## src/logic/sequencer_pkg.sv

```systemverilog
`default_nettype none
package sequencer_pkg;

  // address and word geometry
  localparam int ADDR_W   = 14;
  localparam int WORD_W   = 16;
  localparam int CODE_W   = 3;
  localparam int LIT_W    = 8;
  localparam int SAR_W    = 4;
  localparam int NANO_W   = 11;

  // field positions inside a microword; word bit 1 is index 15
  localparam int CTL_MSB  = 15;
  localparam int FIELD_LSB = 0;
  localparam int LIT_LSB  = 0;
  localparam int SAR_LSB  = 8;
  localparam int NANO_LSB = 0;

  // leading control bit codes
  localparam logic [1:0] LEAD_ALT     = 2'h0;
  localparam logic [1:0] LEAD_JUMP    = 2'h1;
  localparam logic [1:0] LEAD_CALL    = 2'h2;
  localparam logic [3:0] LEAD_SAR_LIT = 4'hC;
  localparam logic [3:0] LEAD_SAR     = 4'hD;
  localparam logic [3:0] LEAD_LIT     = 4'hE;

  // counter constants and reset values
  localparam logic [ADDR_W-1:0] ADDR_ONE   = 14'h0001;
  localparam logic [ADDR_W-1:0] ADDR_TWO   = 14'h0002;
  localparam logic [ADDR_W-1:0] ADDR_RESET = 14'h0000;
  localparam logic [LIT_W-1:0]  LIT_RESET  = 8'h00;
  localparam logic [SAR_W-1:0]  SAR_RESET  = 4'h0;

  typedef enum logic [CODE_W-1:0] {
    SUCC_WAIT = 3'h0,
    SUCC_STEP = 3'h1,
    SUCC_SAVE = 3'h2,
    SUCC_SKIP = 3'h3,
    SUCC_EXECUTE_ONCE = 3'h4,
    SUCC_JUMP = 3'h5,
    SUCC_CALL = 3'h6,
    SUCC_RETURN_SUCCESSOR = 3'h7
  } succ_e;

  typedef enum logic [2:0] {
    FP_ARMED  = 3'h1,
    FP_FIRING = 3'h2,
    FP_SPENT  = 3'h4
  } force_e;

endpackage
`default_nettype wire

```

## src/logic/microprogram_address_sequencer.sv

```systemverilog
`timescale 1ns/10ps
`default_nettype none
module microprogram_address_sequencer
  import sequencer_pkg::*;
(
  input  wire logic                               clock_i,                    // 40 MHz clock
  input  wire logic                               rst_i,                      // sync reset
  input  wire logic [sequencer_pkg::WORD_W-1:0]   microprogram_store_i,       // current microword
  input  wire logic [sequencer_pkg::CODE_W-1:0]   true_successor_code_i,      // nanobits 11..13
  input  wire logic [sequencer_pkg::CODE_W-1:0]   false_successor_code_i,     // nanobits 14..16
  input  wire logic                               successor_condition_i,      // condition result
  input  wire logic                               phase_three_qualifier_bit_i, // phase 3 modifier
  input  wire logic                               phase_one_i,                // start of phase 1
  input  wire logic                               update_i,                   // end of microinstr
  input  wire logic                               hold_input_i,               // freeze sequencing
  input  wire logic                               sequential_mode_n_i,        // low: step all
  input  wire logic                               forced_long_format_i,       // force long format
  input  wire logic                               force_pulse_trigger_n_i,    // falling: fire
  input  wire logic                               force_rearm_n_i,            // falling: rearm
  output logic      [sequencer_pkg::ADDR_W-1:0]   micro_program_counter_o,    // counter
  output logic      [sequencer_pkg::ADDR_W-1:0]   alternate_counter_o,        // alternate
  output logic      [sequencer_pkg::ADDR_W-1:0]   incrementer_register_o,     // fetch address
  output logic      [sequencer_pkg::LIT_W-1:0]    literal_register_o,         // literal
  output logic      [sequencer_pkg::SAR_W-1:0]    shift_amount_register_o,    // shift amount
  output logic      [sequencer_pkg::NANO_W-1:0]   nano_address_o,             // short-format addr
  output logic                                    long_format_flag_o,         // long format
  output logic                                    branch_or_call_select_o,    // field to incrementer_register
  output logic                                    direct_call_flag_o,         // counter to alt
  output logic                                    phase_three_clock_inhibit_o, // inhibit phase 3
  output logic                                    phase_three_enable_o,       // do phase 3 ops
  output logic                                    force_step_o                // force pulse live
);
  import sequencer_pkg::*;

  logic [ADDR_W-1:0] mpc_q;
  logic [ADDR_W-1:0] mpc_d;
  logic [ADDR_W-1:0] alt_q;
  logic [ADDR_W-1:0] alt_d;
  logic [ADDR_W-1:0] incrementer_register_q;
  logic [ADDR_W-1:0] incrementer_register_d;
  logic [LIT_W-1:0]  lit_q;
  logic [SAR_W-1:0]  sar_q;
  logic [NANO_W-1:0] nano_q;
  succ_e             code_q;
  force_e            fp_q;
  logic              trig_prev_q;
  logic              rearm_prev_q;

  logic [3:0]        lead4;
  logic [1:0]        lead2;
  logic [ADDR_W-1:0] field;
  logic              forced;
  logic              long_format;
  logic              word_long;
  logic              alt_load;
  logic              bor_call;
  logic              direct_call_flag;
  logic              sar_load;
  logic              lit_load;
  logic              fire;
  logic              trig_fall;
  logic              rearm_fall;

  assign lead4 = microprogram_store_i[CTL_MSB -: 4];
  assign lead2 = microprogram_store_i[CTL_MSB -: 2];
  assign field = microprogram_store_i[FIELD_LSB +: ADDR_W];

  // hold blocks the whole update so a held CALL or SAVE cannot save twice
  assign fire = update_i & ~hold_input_i;

  // forcing decodes every word as a plain step: no jump, call or field load
  assign forced      = ~sequential_mode_n_i | forced_long_format_i | (fp_q == FP_FIRING);
  // only an all-ones lead marks a short word; any zero makes it long format
  assign word_long   = ~&lead4;
  assign long_format = word_long | forced;
  assign alt_load    = (lead2 == LEAD_ALT) & ~forced;
  assign direct_call_flag       = (lead2 == LEAD_CALL) & ~forced;
  assign bor_call    = direct_call_flag | ((lead2 == LEAD_JUMP) & ~forced);
  assign sar_load    = ((lead4 == LEAD_SAR_LIT) | (lead4 == LEAD_SAR)) & ~forced;
  assign lit_load    = ((lead4 == LEAD_SAR_LIT) | (lead4 == LEAD_LIT)) & ~forced;

  assign long_format_flag_o          = long_format;
  assign branch_or_call_select_o     = bor_call;
  assign direct_call_flag_o          = direct_call_flag;
  assign phase_three_clock_inhibit_o = long_format |
                                       (~successor_condition_i & phase_three_qualifier_bit_i);
  assign phase_three_enable_o        = ~phase_three_qualifier_bit_i | successor_condition_i;
  assign force_step_o                = (fp_q == FP_FIRING);

  assign micro_program_counter_o = mpc_q;
  assign alternate_counter_o     = alt_q;
  assign incrementer_register_o  = incrementer_register_q;
  assign literal_register_o      = lit_q;
  assign shift_amount_register_o = sar_q;
  assign nano_address_o          = nano_q;

  // successor code is chosen once per microinstruction
  always_ff @(posedge clock_i) begin
    if (rst_i) begin
      code_q <= SUCC_STEP;
    end else if (phase_one_i) begin
      code_q <= succ_e'(successor_condition_i ? true_successor_code_i
                                              : false_successor_code_i);
    end
  end

  // all sums stay at address width, so plus one or two wraps
  always_comb begin
    mpc_d  = mpc_q;
    alt_d  = alt_q;
    incrementer_register_d = incrementer_register_q;
    if (long_format) begin
      if (bor_call) begin
        mpc_d  = field + ADDR_ONE;
        incrementer_register_d = field + ADDR_ONE;
      end else begin
        mpc_d  = mpc_q + ADDR_ONE;
        incrementer_register_d = mpc_q + ADDR_ONE;
      end
      if (direct_call_flag) begin
        alt_d = mpc_q;
      end else if (alt_load) begin
        alt_d = field;
      end
    end else begin
      unique case (code_q)
        SUCC_WAIT: begin
          mpc_d = mpc_q;
        end
        SUCC_STEP: begin
          mpc_d  = mpc_q + ADDR_ONE;
          incrementer_register_d = mpc_q + ADDR_ONE;
        end
        SUCC_SAVE: begin
          mpc_d  = mpc_q + ADDR_ONE;
          incrementer_register_d = mpc_q + ADDR_ONE;
          alt_d  = mpc_q;
        end
        SUCC_SKIP: begin
          mpc_d  = mpc_q + ADDR_TWO;
          incrementer_register_d = mpc_q + ADDR_TWO;
        end
        SUCC_EXECUTE_ONCE: begin
          incrementer_register_d = alt_q + ADDR_ONE;
        end
        SUCC_JUMP: begin
          mpc_d  = alt_q + ADDR_ONE;
          incrementer_register_d = alt_q + ADDR_ONE;
        end
        SUCC_CALL: begin
          mpc_d  = alt_q + ADDR_ONE;
          incrementer_register_d = alt_q + ADDR_ONE;
          alt_d  = mpc_q;
        end
        SUCC_RETURN_SUCCESSOR: begin
          mpc_d  = alt_q + ADDR_TWO;
          incrementer_register_d = alt_q + ADDR_TWO;
        end
      endcase
    end
  end

  always_ff @(posedge clock_i) begin
    if (rst_i) begin
      mpc_q  <= ADDR_RESET;
      alt_q  <= ADDR_RESET;
      incrementer_register_q <= ADDR_RESET;
    end else if (fire) begin
      mpc_q  <= mpc_d;
      alt_q  <= alt_d;
      incrementer_register_q <= incrementer_register_d;
    end
  end

  // field destinations; nano address ignores word bit five
  always_ff @(posedge clock_i) begin
    if (rst_i) begin
      lit_q  <= LIT_RESET;
      sar_q  <= SAR_RESET;
      nano_q <= '0;
    end else if (fire) begin
      if (lit_load) begin
        lit_q <= microprogram_store_i[LIT_LSB +: LIT_W];
      end
      if (sar_load) begin
        sar_q <= microprogram_store_i[SAR_LSB +: SAR_W];
      end
      if (!long_format) begin
        nano_q <= microprogram_store_i[NANO_LSB +: NANO_W];
      end
    end
  end

  // single-shot force step: armed, firing for one executed word, then spent
  assign trig_fall  = trig_prev_q & ~force_pulse_trigger_n_i;
  assign rearm_fall = rearm_prev_q & ~force_rearm_n_i;

  always_ff @(posedge clock_i) begin
    if (rst_i) begin
      trig_prev_q  <= 1'b1;
      rearm_prev_q <= 1'b1;
    end else begin
      trig_prev_q  <= force_pulse_trigger_n_i;
      rearm_prev_q <= force_rearm_n_i;
    end
  end

  always_ff @(posedge clock_i) begin
    if (rst_i) begin
      fp_q <= FP_ARMED;
    end else begin
      unique case (fp_q)
        FP_ARMED: begin
          if (trig_fall) begin
            fp_q <= FP_FIRING;
          end
        end
        FP_FIRING: begin
          if (fire) begin
            fp_q <= FP_SPENT;
          end
        end
        FP_SPENT: begin
          if (rearm_fall) begin
            fp_q <= FP_ARMED;
          end
        end
        default: begin
          fp_q <= FP_ARMED;
        end
      endcase
    end
  end
endmodule
`default_nettype wire

```

## config.mk

```make
export PLATFORM = sky130hd
export DESIGN_NAME = microprogram_address_sequencer
export DESIGN_NICKNAME = d
export VERILOG_FILES = /design/src/logic/sequencer_pkg.sv /design/src/logic/microprogram_address_sequencer.sv
export SDC_FILE = /design/constraint.sdc
export NUM_CORES = 1
export LEC_CHECK = 0
export ABC_AREA = 1
export BUFFER_PORTS_ARGS = -buffer_cell sky130_fd_sc_hd__buf_2
export CAP_MARGIN = 10
export CORE_ASPECT_RATIO = 0.6
export CORE_MARGIN = 2
export CORE_UTILIZATION = 50
export CTS_BUF_LIST = sky130_fd_sc_hd__clkbuf_4 sky130_fd_sc_hd__clkbuf_8
export DETAILED_ROUTE_END_ITERATION = 12
export PLACE_DENSITY = 0.73
export SETUP_SLACK_MARGIN = 0.02
export SLEW_MARGIN = 20
export SYNTH_ARGS = -nofsm -noshare
export SYNTH_HDL_FRONTEND = slang
export SYNTH_SLANG_ARGS = --single-unit
```

## constraint.sdc

```tcl
create_clock -name clock_i -period 3.1 [get_ports clock_i]
set_input_delay 0.31 -clock clock_i [delete_from_list [all_inputs] [get_ports clock_i]]
set_output_delay 0.31 -clock clock_i [all_outputs]
set_load 0.02 [all_outputs]
```

# Yosys cells after proc, flatten, opt, wreduce, memory -nomap -nowiden
# Cells that the tools add are included.
# op_classes
muxes	14
n_eq_ne	19
n_reduce_logical	17
addsub	5
bitwise_logic	25
# op_table
operator	n
14-bit one-hot mux with 4 select lines	2
14-bit two-way mux	7
14-bit by 1-bit adder with 14-bit output, second input constant	3
14-bit by 2-bit adder with 14-bit output, second input constant	2
3-bit == test, second input constant	5
4-bit == test, second input constant	3
3-bit two-way mux	4
2-bit AND reduction	5
5-bit nonzero test	2
1-bit bitwise AND	9
3-bit by 2-bit == test with 1-bit output, second input constant	3
3-bit one-hot mux with 3 select lines	1
1-bit NOT	8
1-bit OR	8
3-bit by 1-bit == test with 1-bit output, second input constant	2
3-bit AND reduction	2
2-bit OR reduction	3
2-bit != test, second input constant	2
4-bit AND reduction	1
3-bit by 1-bit != test with 1-bit output, second input constant	1
3-bit OR reduction	1
2-bit by 1-bit == test with 1-bit output, second input constant	1
2-bit == test, second input constant	1
2-bit zero test	1
3 further kinds	3
# totals
elab_cells	90
input_bits	33
register_bits	73

# Depth between registers and ports, before layout
# Gate-level depths: netlist of the first run.
# depth
depth_word	8
mapped_depth	13
mapped_depth_nobuf	13

# Worst setup path before layout of the first run
# OpenSTA, ideal clock, no wires.
# synth_timing
path_kind	flip-flop to flip-flop
from	register mpc_q[2] (netlist: micro_program_counter_o[2])
to	register mpc_q[13] (netlist: micro_program_counter_o[13])
path_buffers	0
arrival_ns	1.655
path_stages_with_launch	11
setup_slack_ns	1.324
setup_time_ns	0.122
cell_sequence	dfxtp_1 -> ha_1 -> nand2_1 -> nor2_1 -> nand3_1 -> nand2_1 -> nand2_1 -> nand2_1 -> nand2_1 -> o21ai_0 -> a21oi_1
# synth_via
elab_chain_len	3
word_cells_on_any_way	5
# synth_lines
element	line	rtl
start: declaration	microprogram_address_sequencer.sv:35	logic [ADDR_W-1:0] mpc_q;
start signal: assignment	microprogram_address_sequencer.sv:169	mpc_q <= mpc_d;
14-bit by 2-bit adder with 14-bit output or 14-bit by 1-bit adder with 14-bit output (tied branches)	-	
14-bit one-hot mux with 4 select lines or 14-bit two-way mux (tied branches)	microprogram_address_sequencer.sv:126, microprogram_address_sequencer.sv:113	
14-bit two-way mux *	microprogram_address_sequencer.sv:112	if (long_format) begin
# Mark *: on every way between the ends. The rest lies on a longest branch, timed or not.
# A chain may end at the register's enable or synchronous reset.

# Final worst setup path of the first run
# layout_timing
from	register fp_q[2]
to	output phase_three_clock_inhibit_o
# layout_via
elab_chain_len	4
# layout_lines
element	line	rtl
start: declaration	microprogram_address_sequencer.sv:45	force_e fp_q;
start signal: assignment	microprogram_address_sequencer.sv:210	fp_q <= FP_ARMED;
start signal: assignment	microprogram_address_sequencer.sv:215	fp_q <= FP_FIRING;
start signal: assignment	microprogram_address_sequencer.sv:220	fp_q <= FP_SPENT;
3-bit by 2-bit == test with 1-bit output	microprogram_address_sequencer.sv:72	assign forced = ~sequential_mode_n_i | forced_long_format_i | (fp_q == FP_FIRING);
1-bit OR	microprogram_address_sequencer.sv:72	
1-bit OR	microprogram_address_sequencer.sv:75	assign long_format = word_long | forced;
1-bit OR	microprogram_address_sequencer.sv:85	assign phase_three_clock_inhibit_o = long_format |
end: declaration	microprogram_address_sequencer.sv:29	output logic phase_three_clock_inhibit_o,
# Every way passes these cells.

==> impl_metrics.toml, run 1 <==
[floorplanning]
io_pins = 104
die_h_um = 84.0
die_w_um = 137
core_sq_mm = 0.0105
dieArea_sq_mm = 0.0115
rows = 29
start_util = 0.509

[clock_network]
cts_buffer_depth = 2
root_buffer = "clkbuf_8"
cts_setup_buffers = 0
cts_sinks = 73
cts_buffers = 9
cts.clk_slew.worst_paths_ns = 0.08
cts_tree = "done"
post_cts_resized = 0
h-tree-depth = 3
clock_latency_ns = 0.36
hold_buffers = 0

[setup_path]
crit_path_cell_trace = "inv_2 -> nand3_2 -> nand2_4 -> inv_2 -> nand2_2 -> inv_1 -> nand2_1 -> buf_2"
critPathArrivalTime_ns = 2.07
cp_slowest_cell = "inv_1"
r2r_end = "incrementer_register_o[8]"
reg2reg_slack_ns = 0.82
reg2regPathDepth = 9
cp_common_cell = "inv_2"
reg2reg_from = "micro_program_counter_o[4]"
end_kind = "output pin"
crit_type = "reg2out"
crit_required_ns = 2.79
cp_slowest_stage_delay_ns = 0.57
crit_path_max_fanout = 23
crit_path_start_kind = "flop"

[sta]
max_freq_mhz = 420
slew_viol_final = 0
fin_ws_ns = 0.720
fin_skew_ns = 0.00681
post-route-min-period_ns = 2.38
max_slew_margin = 0.304
fin_crit_sh = 0.768
setup_viol = 0
setup_tns_ns = 0
tightest_slew_ns = 1.04
hold_viol_final = 0
rsz0062_at_grt = "no"

[grt]
overflow = 0
track_usage = 0.333
grt_max_degree = 40
grt_first_pass_wirelength_um = 29200
antenna_found_initial = 0
grt_pass1_vias = 5218

[placed_design]
hpwl_um = 14300
port_buffers = 103
place_congestion = 1.07
pre_cts_slack_ns = 1.02

[power]
total_power_uw = 2390
leakagePower_uw = 0.00290
max-vdd-ir-drop_uv = 245
power_density_mw_per_mm2 = 393

[logic_synthesis]
syn_inst = 885
synth_area_sq_mm = 0.00534
syn_nets = 924
synth.distinct_cells = 39
synth_area_per_cell_sq_um = 6.03
ys_seq_area_frac = 0.274
ys_warn_count = 0
ys_seq_elements = 73

[layout]
syn_to_final_growth_pct = 13.9
drive_gt1_frac = 0.169
diodes = 0
nets = 1007
layout_commonest_cell = "nand2_1"
final_cell_mix = "nand2_1 (249), buf_2 (103), nand3_1 (100)"

[hold_path]
whs_endpoint = "rearm_prev_q"
hold_path.class = "in2reg"
hold_start = "force_rearm_n_i"
min_path_cells = 2

[drt]
drc = 0
drt_iter0_markers = 902
vias = 6322
antenna_left = 0
drt_first_pass_iters = 7
wl_um = 19100
vias_per_cell = 5.69
wl_per_cell_um = 17.2

[flow_run]
cap_viol_max_count = 0

[run_status]
status = "complete, no violations"
cell families after synthesis:
group	after synthesis	synth area share
flops	73	0.274
simple gates	486	0.392
xor+xnor	17	0.0279
fa+ha+maj	6	0.0141
buf+inv	134	0.104
compound gates	169	0.188
worst max-delay path: cells and delay by family (launching register included):
kind	cells	cell delay, ns
DFF	1	0.35
and+or+nand+nor	4	0.46
buffers and inverters	4	0.90
flip-flops by register name, indices dropped and copies added (netlist names):
name	count
incrementer_register_o	14
rearm_prev_q	1
trig_prev_q	1
code_q	3
nano_address_o	11
shift_amount_register_o	4
literal_register_o	8
fp_q	3
alternate_counter_o	14
micro_program_counter_o	14
cell usage after synthesis:
cell | instances | share of area
nand2_4 | 1 | 0.0021
o21ai_2 | 1 | 0.0016
nor4_4 | 1 | 0.0040
o211ai_2 | 1 | 0.0023
nor2_4 | 2 | 0.0042
o21bai_1 | 2 | 0.0028
dfxtp_1 | 73 | 0.27
o21ai_1 | 2 | 0.0019
buf_6 | 3 | 0.0063
nand2_2 | 5 | 0.0059
inv_2 | 7 | 0.0049
nand2_1 | 249 | 0.18
nor2_2 | 4 | 0.0047
nand3_2 | 1 | 0.0019
a21oi_4 | 1 | 0.0030
nor2_1 | 99 | 0.070
inv_1 | 90 | 0.063
a31oi_1 | 1 | 0.0012
clkbuf_1 | 10 | 0.0070
nor3_1 | 2 | 0.0019
clkbuf_2 | 4 | 0.0038
o21ai_0 | 74 | 0.069
a21o_1 | 1 | 0.0014
ha_1 | 6 | 0.014
or2_2 | 3 | 0.0035
buf_2 | 20 | 0.019
a21oi_1 | 41 | 0.038
o211ai_1 | 11 | 0.015
and2_1 | 1 | 0.0012
or2_1 | 1 | 0.0012
xnor2_1 | 4 | 0.0066
a211oi_1 | 21 | 0.030
o221ai_1 | 1 | 0.0016
nand3_1 | 100 | 0.094
nand4_1 | 16 | 0.019
a21oi_2 | 11 | 0.018
xor2_1 | 13 | 0.021
a22oi_1 | 1 | 0.0014
nor2_8 | 1 | 0.0038
layer usage:
metal  global-route usage  wire length [um]  share of wire
met5                    0                 0              0
met4               0.0469               234          0.012
met1                0.531              8820           0.46
met2                0.404              6760           0.35
met3                0.141              3300           0.17
metrics by stage:
| step | hold slack [ns] | util | cell area (sq um) | std cells |
|---|---|---|---|---|
| after floorplan | 0.417 | - | 5340 | 885 |
| after global routing | 0.144 | 0.580 | 6080 | 1112 |
| after detailed placement | 0.480 | 0.561 | 5880 | 1096 |
| after global placement | 0.481 | 0.561 | 5880 | 1096 |
| final | 0.145 | 0.580 | 6080 | 1112 |
| after CTS | 0.139 | 0.580 | 6080 | 1112 |
report_power, final:
group,switching [uW],internal (uW)
Combinational,390,169
Clock,394,383
Sequential,65.2,989
cell type report:
| type | count | area, sq um |
|---|---|---|
| clock buffers | 10 | 131 |
| clock inverters | 6 | 67.6 |
| fillers | 1063 | 4410 |
| inverters | 97 | 364 |
| multi-input cells | 678 | 3320 |
| flip-flops and latches | 73 | 1460 |
| well taps | 139 | 174 |
| repair buffers | 109 | 561 |
worst max path at each step:
| stage | slack (ns) | cells past startpoint | start | endpoint |
|---|---|---|---|---|
| floorplan | 1.32 | 10 | micro_program_counter_o[2] | micro_program_counter_o[13] |
| global placement | 0.98 | 8 | micro_program_counter_o[1] | micro_program_counter_o[5] |
| detailed placement | 1.02 | 10 | forced_long_format_i | incrementer_register_o[12] |
| CTS | 0.73 | 8 | fp_q[2] | phase_three_clock_inhibit_o |
| global route | 0.57 | 8 | fp_q[2] | phase_three_clock_inhibit_o |
| finish | 0.72 | 8 | fp_q[2] | phase_three_clock_inhibit_o |
Note: power is estimated with default switching activity, not from simulation.
==> run 2, diff against run 1 <==
PLACE_DENSITY = 0.76   (was 0.73)
clock period = 2 ns   (was 3.1 ns; I/O delays follow)
==> run 2 against run 1 <==
Flip-flop and latch count is the same. Sequential share of layout area fell by 1.8 points. Combinational power rose by 79%. Clock-buffer cell count did not move.
==> impl_metrics.toml, run 2 (synthesis results as in run 1) <==
[run_status]
status = "complete, no violations"

[clock_network]
cts_tree = "done"
root_buffer = "clkbuf_8"
clock_latency_ns = 0.37
cts_buffer_depth = 2
cts_sinks = 73
cts.clk_slew.worst_paths_ns = 0.09
hold_buffers = 0
cts_buffers = 9
h-tree-depth = 3

[setup_path]
crit_path_start_kind = "flop"
reg2reg_slack_ns = 0.06
end_kind = "flop"
crit_path_max_fanout = 12
reg2reg_from = "code_q[0]"
crit_type = "reg2reg"
reg2regPathDepth = 11
r2r_end = "micro_program_counter_o[8]"
critPathArrivalTime_ns = 2.20
crit_required_ns = 2.27

[sta]
slew_viol_final = 0
tightest_slew_ns = 0.513
fin_crit_sh = 0.968
max_freq_mhz = 517
hold_viol_final = 0
max_slew_margin = 0.656
post-route-min-period_ns = 1.94
setup_viol = 0
fin_skew_ns = 0.0150
rsz0062_at_grt = "yes"
hold_slack_ns = 0.0285

[power]
max-vdd-ir-drop_uv = 379
power_density_mw_per_mm2 = 622
pwr-share-seq = 0.391
power_frac_comb = 0.244
power.share.clock = 0.366
switching_share = 0.341
p_sw_uw = 1400
leakagePower_uw = 0.00319
p_int_uw = 2700

[drt]
wl_per_cell_um = 17.7
vias = 6628
wl_um = 20600
vias_per_cell = 5.70
antenna_left = 0
drt_iter0_markers = 960
drt_first_pass_iters = 6
drc = 0

[floorplanning]
die_h_um = 84.0
rows = 29
die_w_um = 137
core_sq_mm = 0.0105
dieArea_sq_mm = 0.0115
start_util = 0.509
io_pins = 104

[grt]
grt_first_pass_wirelength_um = 31100
antenna_found_initial = 0
track_usage = 0.356
grt_pass1_vias = 5556
grt_max_degree = 40
overflow = 0

[placed_design]
port_buffers = 103
place_congestion = 1.08
hpwl_um = 15600

[hold_path]
hold_path.class = "in2reg"
whs_endpoint = "trig_prev_q"
min_path_cells = 2
hold_start = "force_pulse_trigger_n_i"

[layout]
fin_util = 0.630
fill_cells = 1028
layout_commonest_cell = "nand2_1"
syn_to_final_growth_pct = 23.7
drive_gt1_frac = 0.228
nets = 1057
final_cell_mix = "nand2_1 (247), buf_2 (103), nand3_1 (100)"
diodes = 0

[flow_run]
cap_viol_max_count = 0
## run 2: cell count changes in the layout (fill, tap and decap cells not counted), sizes merged
cell    before  now
buf        109  158
bufinv       1    3
inv         98   97
## run 2: power groups by stage
stage          Sequential, uW  Clock [uW]  Combinational, uW
6_report                 1600        1500               1000
5_1_grt                  1610        1550               1080
4_1_cts                  1600        1500                944
3_5_place_dp             1630           0                937
3_3_place_gp             1630           0                943
2_1_floorplan            1680           0                532
## run 2: per-layer routing
metal	wire length, um	track usage	vias to the layer above
li1	-	-	3172
met1	9620	0.552	2966
met2	7430	0.427	455
met3	3130	0.155	35
met4	448	0.0937	0
met5	0	0	-
## run 2: worst max path at each step
stage	from	endpoint	slack [ns]
2_1_floorplan	micro_program_counter_o[2]	micro_program_counter_o[13]	0.22
3_3_place_gp	fp_q[1]	incrementer_register_o[1]	0.002
3_5_place_dp	fp_q[2]	incrementer_register_o[1]	-0.009
4_1_cts	fp_q[2]	long_format_flag_o	0.04
5_1_grt	code_q[0]	micro_program_counter_o[7]	-0.02
6_report	code_q[0]	micro_program_counter_o[8]	0.06
## run 2: area by class of cell
type / count / area (sq um) / share of cell area
clock buffers: 10 / 131 / 0.0199
clock inverters: 6 / 115 / 0.0174
inverters: 97 / 373 / 0.0565
multi-input cells: 678 / 3370 / 0.511
flip-flops and latches: 73 / 1470 / 0.222
well taps: 139 / 174 / 0.0263
repair buffers: 158 / 961 / 0.146
repair inverters: 1 / 6.26 / 0.000948
## run 2: per-stage QoR
| stage | std cells | TNS [ns] | cell area [sq um] | power [uW] | worst slack [ns] |
|---|---|---|---|---|---|
| global placement | 1143 | 0 | 6240 | 2570 | 0.00245 |
| finish | 1162 | 0 | 6600 | 4110 | 0.0649 |
| floorplan | 885 | 0 | 5340 | 2210 | 0.224 |
| detailed placement | 1143 | -0.00920 | 6240 | 2570 | -0.00920 |
| CTS | 1159 | 0 | 6500 | 4040 | 0.0393 |
| global route | 1162 | -0.0404 | 6600 | 4250 | -0.0155 |
## run 2: worst max-delay path, cell delays in order, from the launching register on
cell     delay (ns)
dfxtp_1        0.42
inv_2          0.09
nand2_1        0.09
nand2_1        0.08
nand2_1        0.19
inv_1          0.26
nand3_1        0.16
nand2_1        0.05
nor2_1         0.24
nor2_1         0.11
nor2_1         0.10
nor2_1         0.05
## run 2: timing repair
item                       in CTS  in global routing
gates cloned                    0                  1
setup endpoints to repair       2                 32
setup buffers                   0                  2
gates resized for setup         2                 28
pin swaps                       0                  1
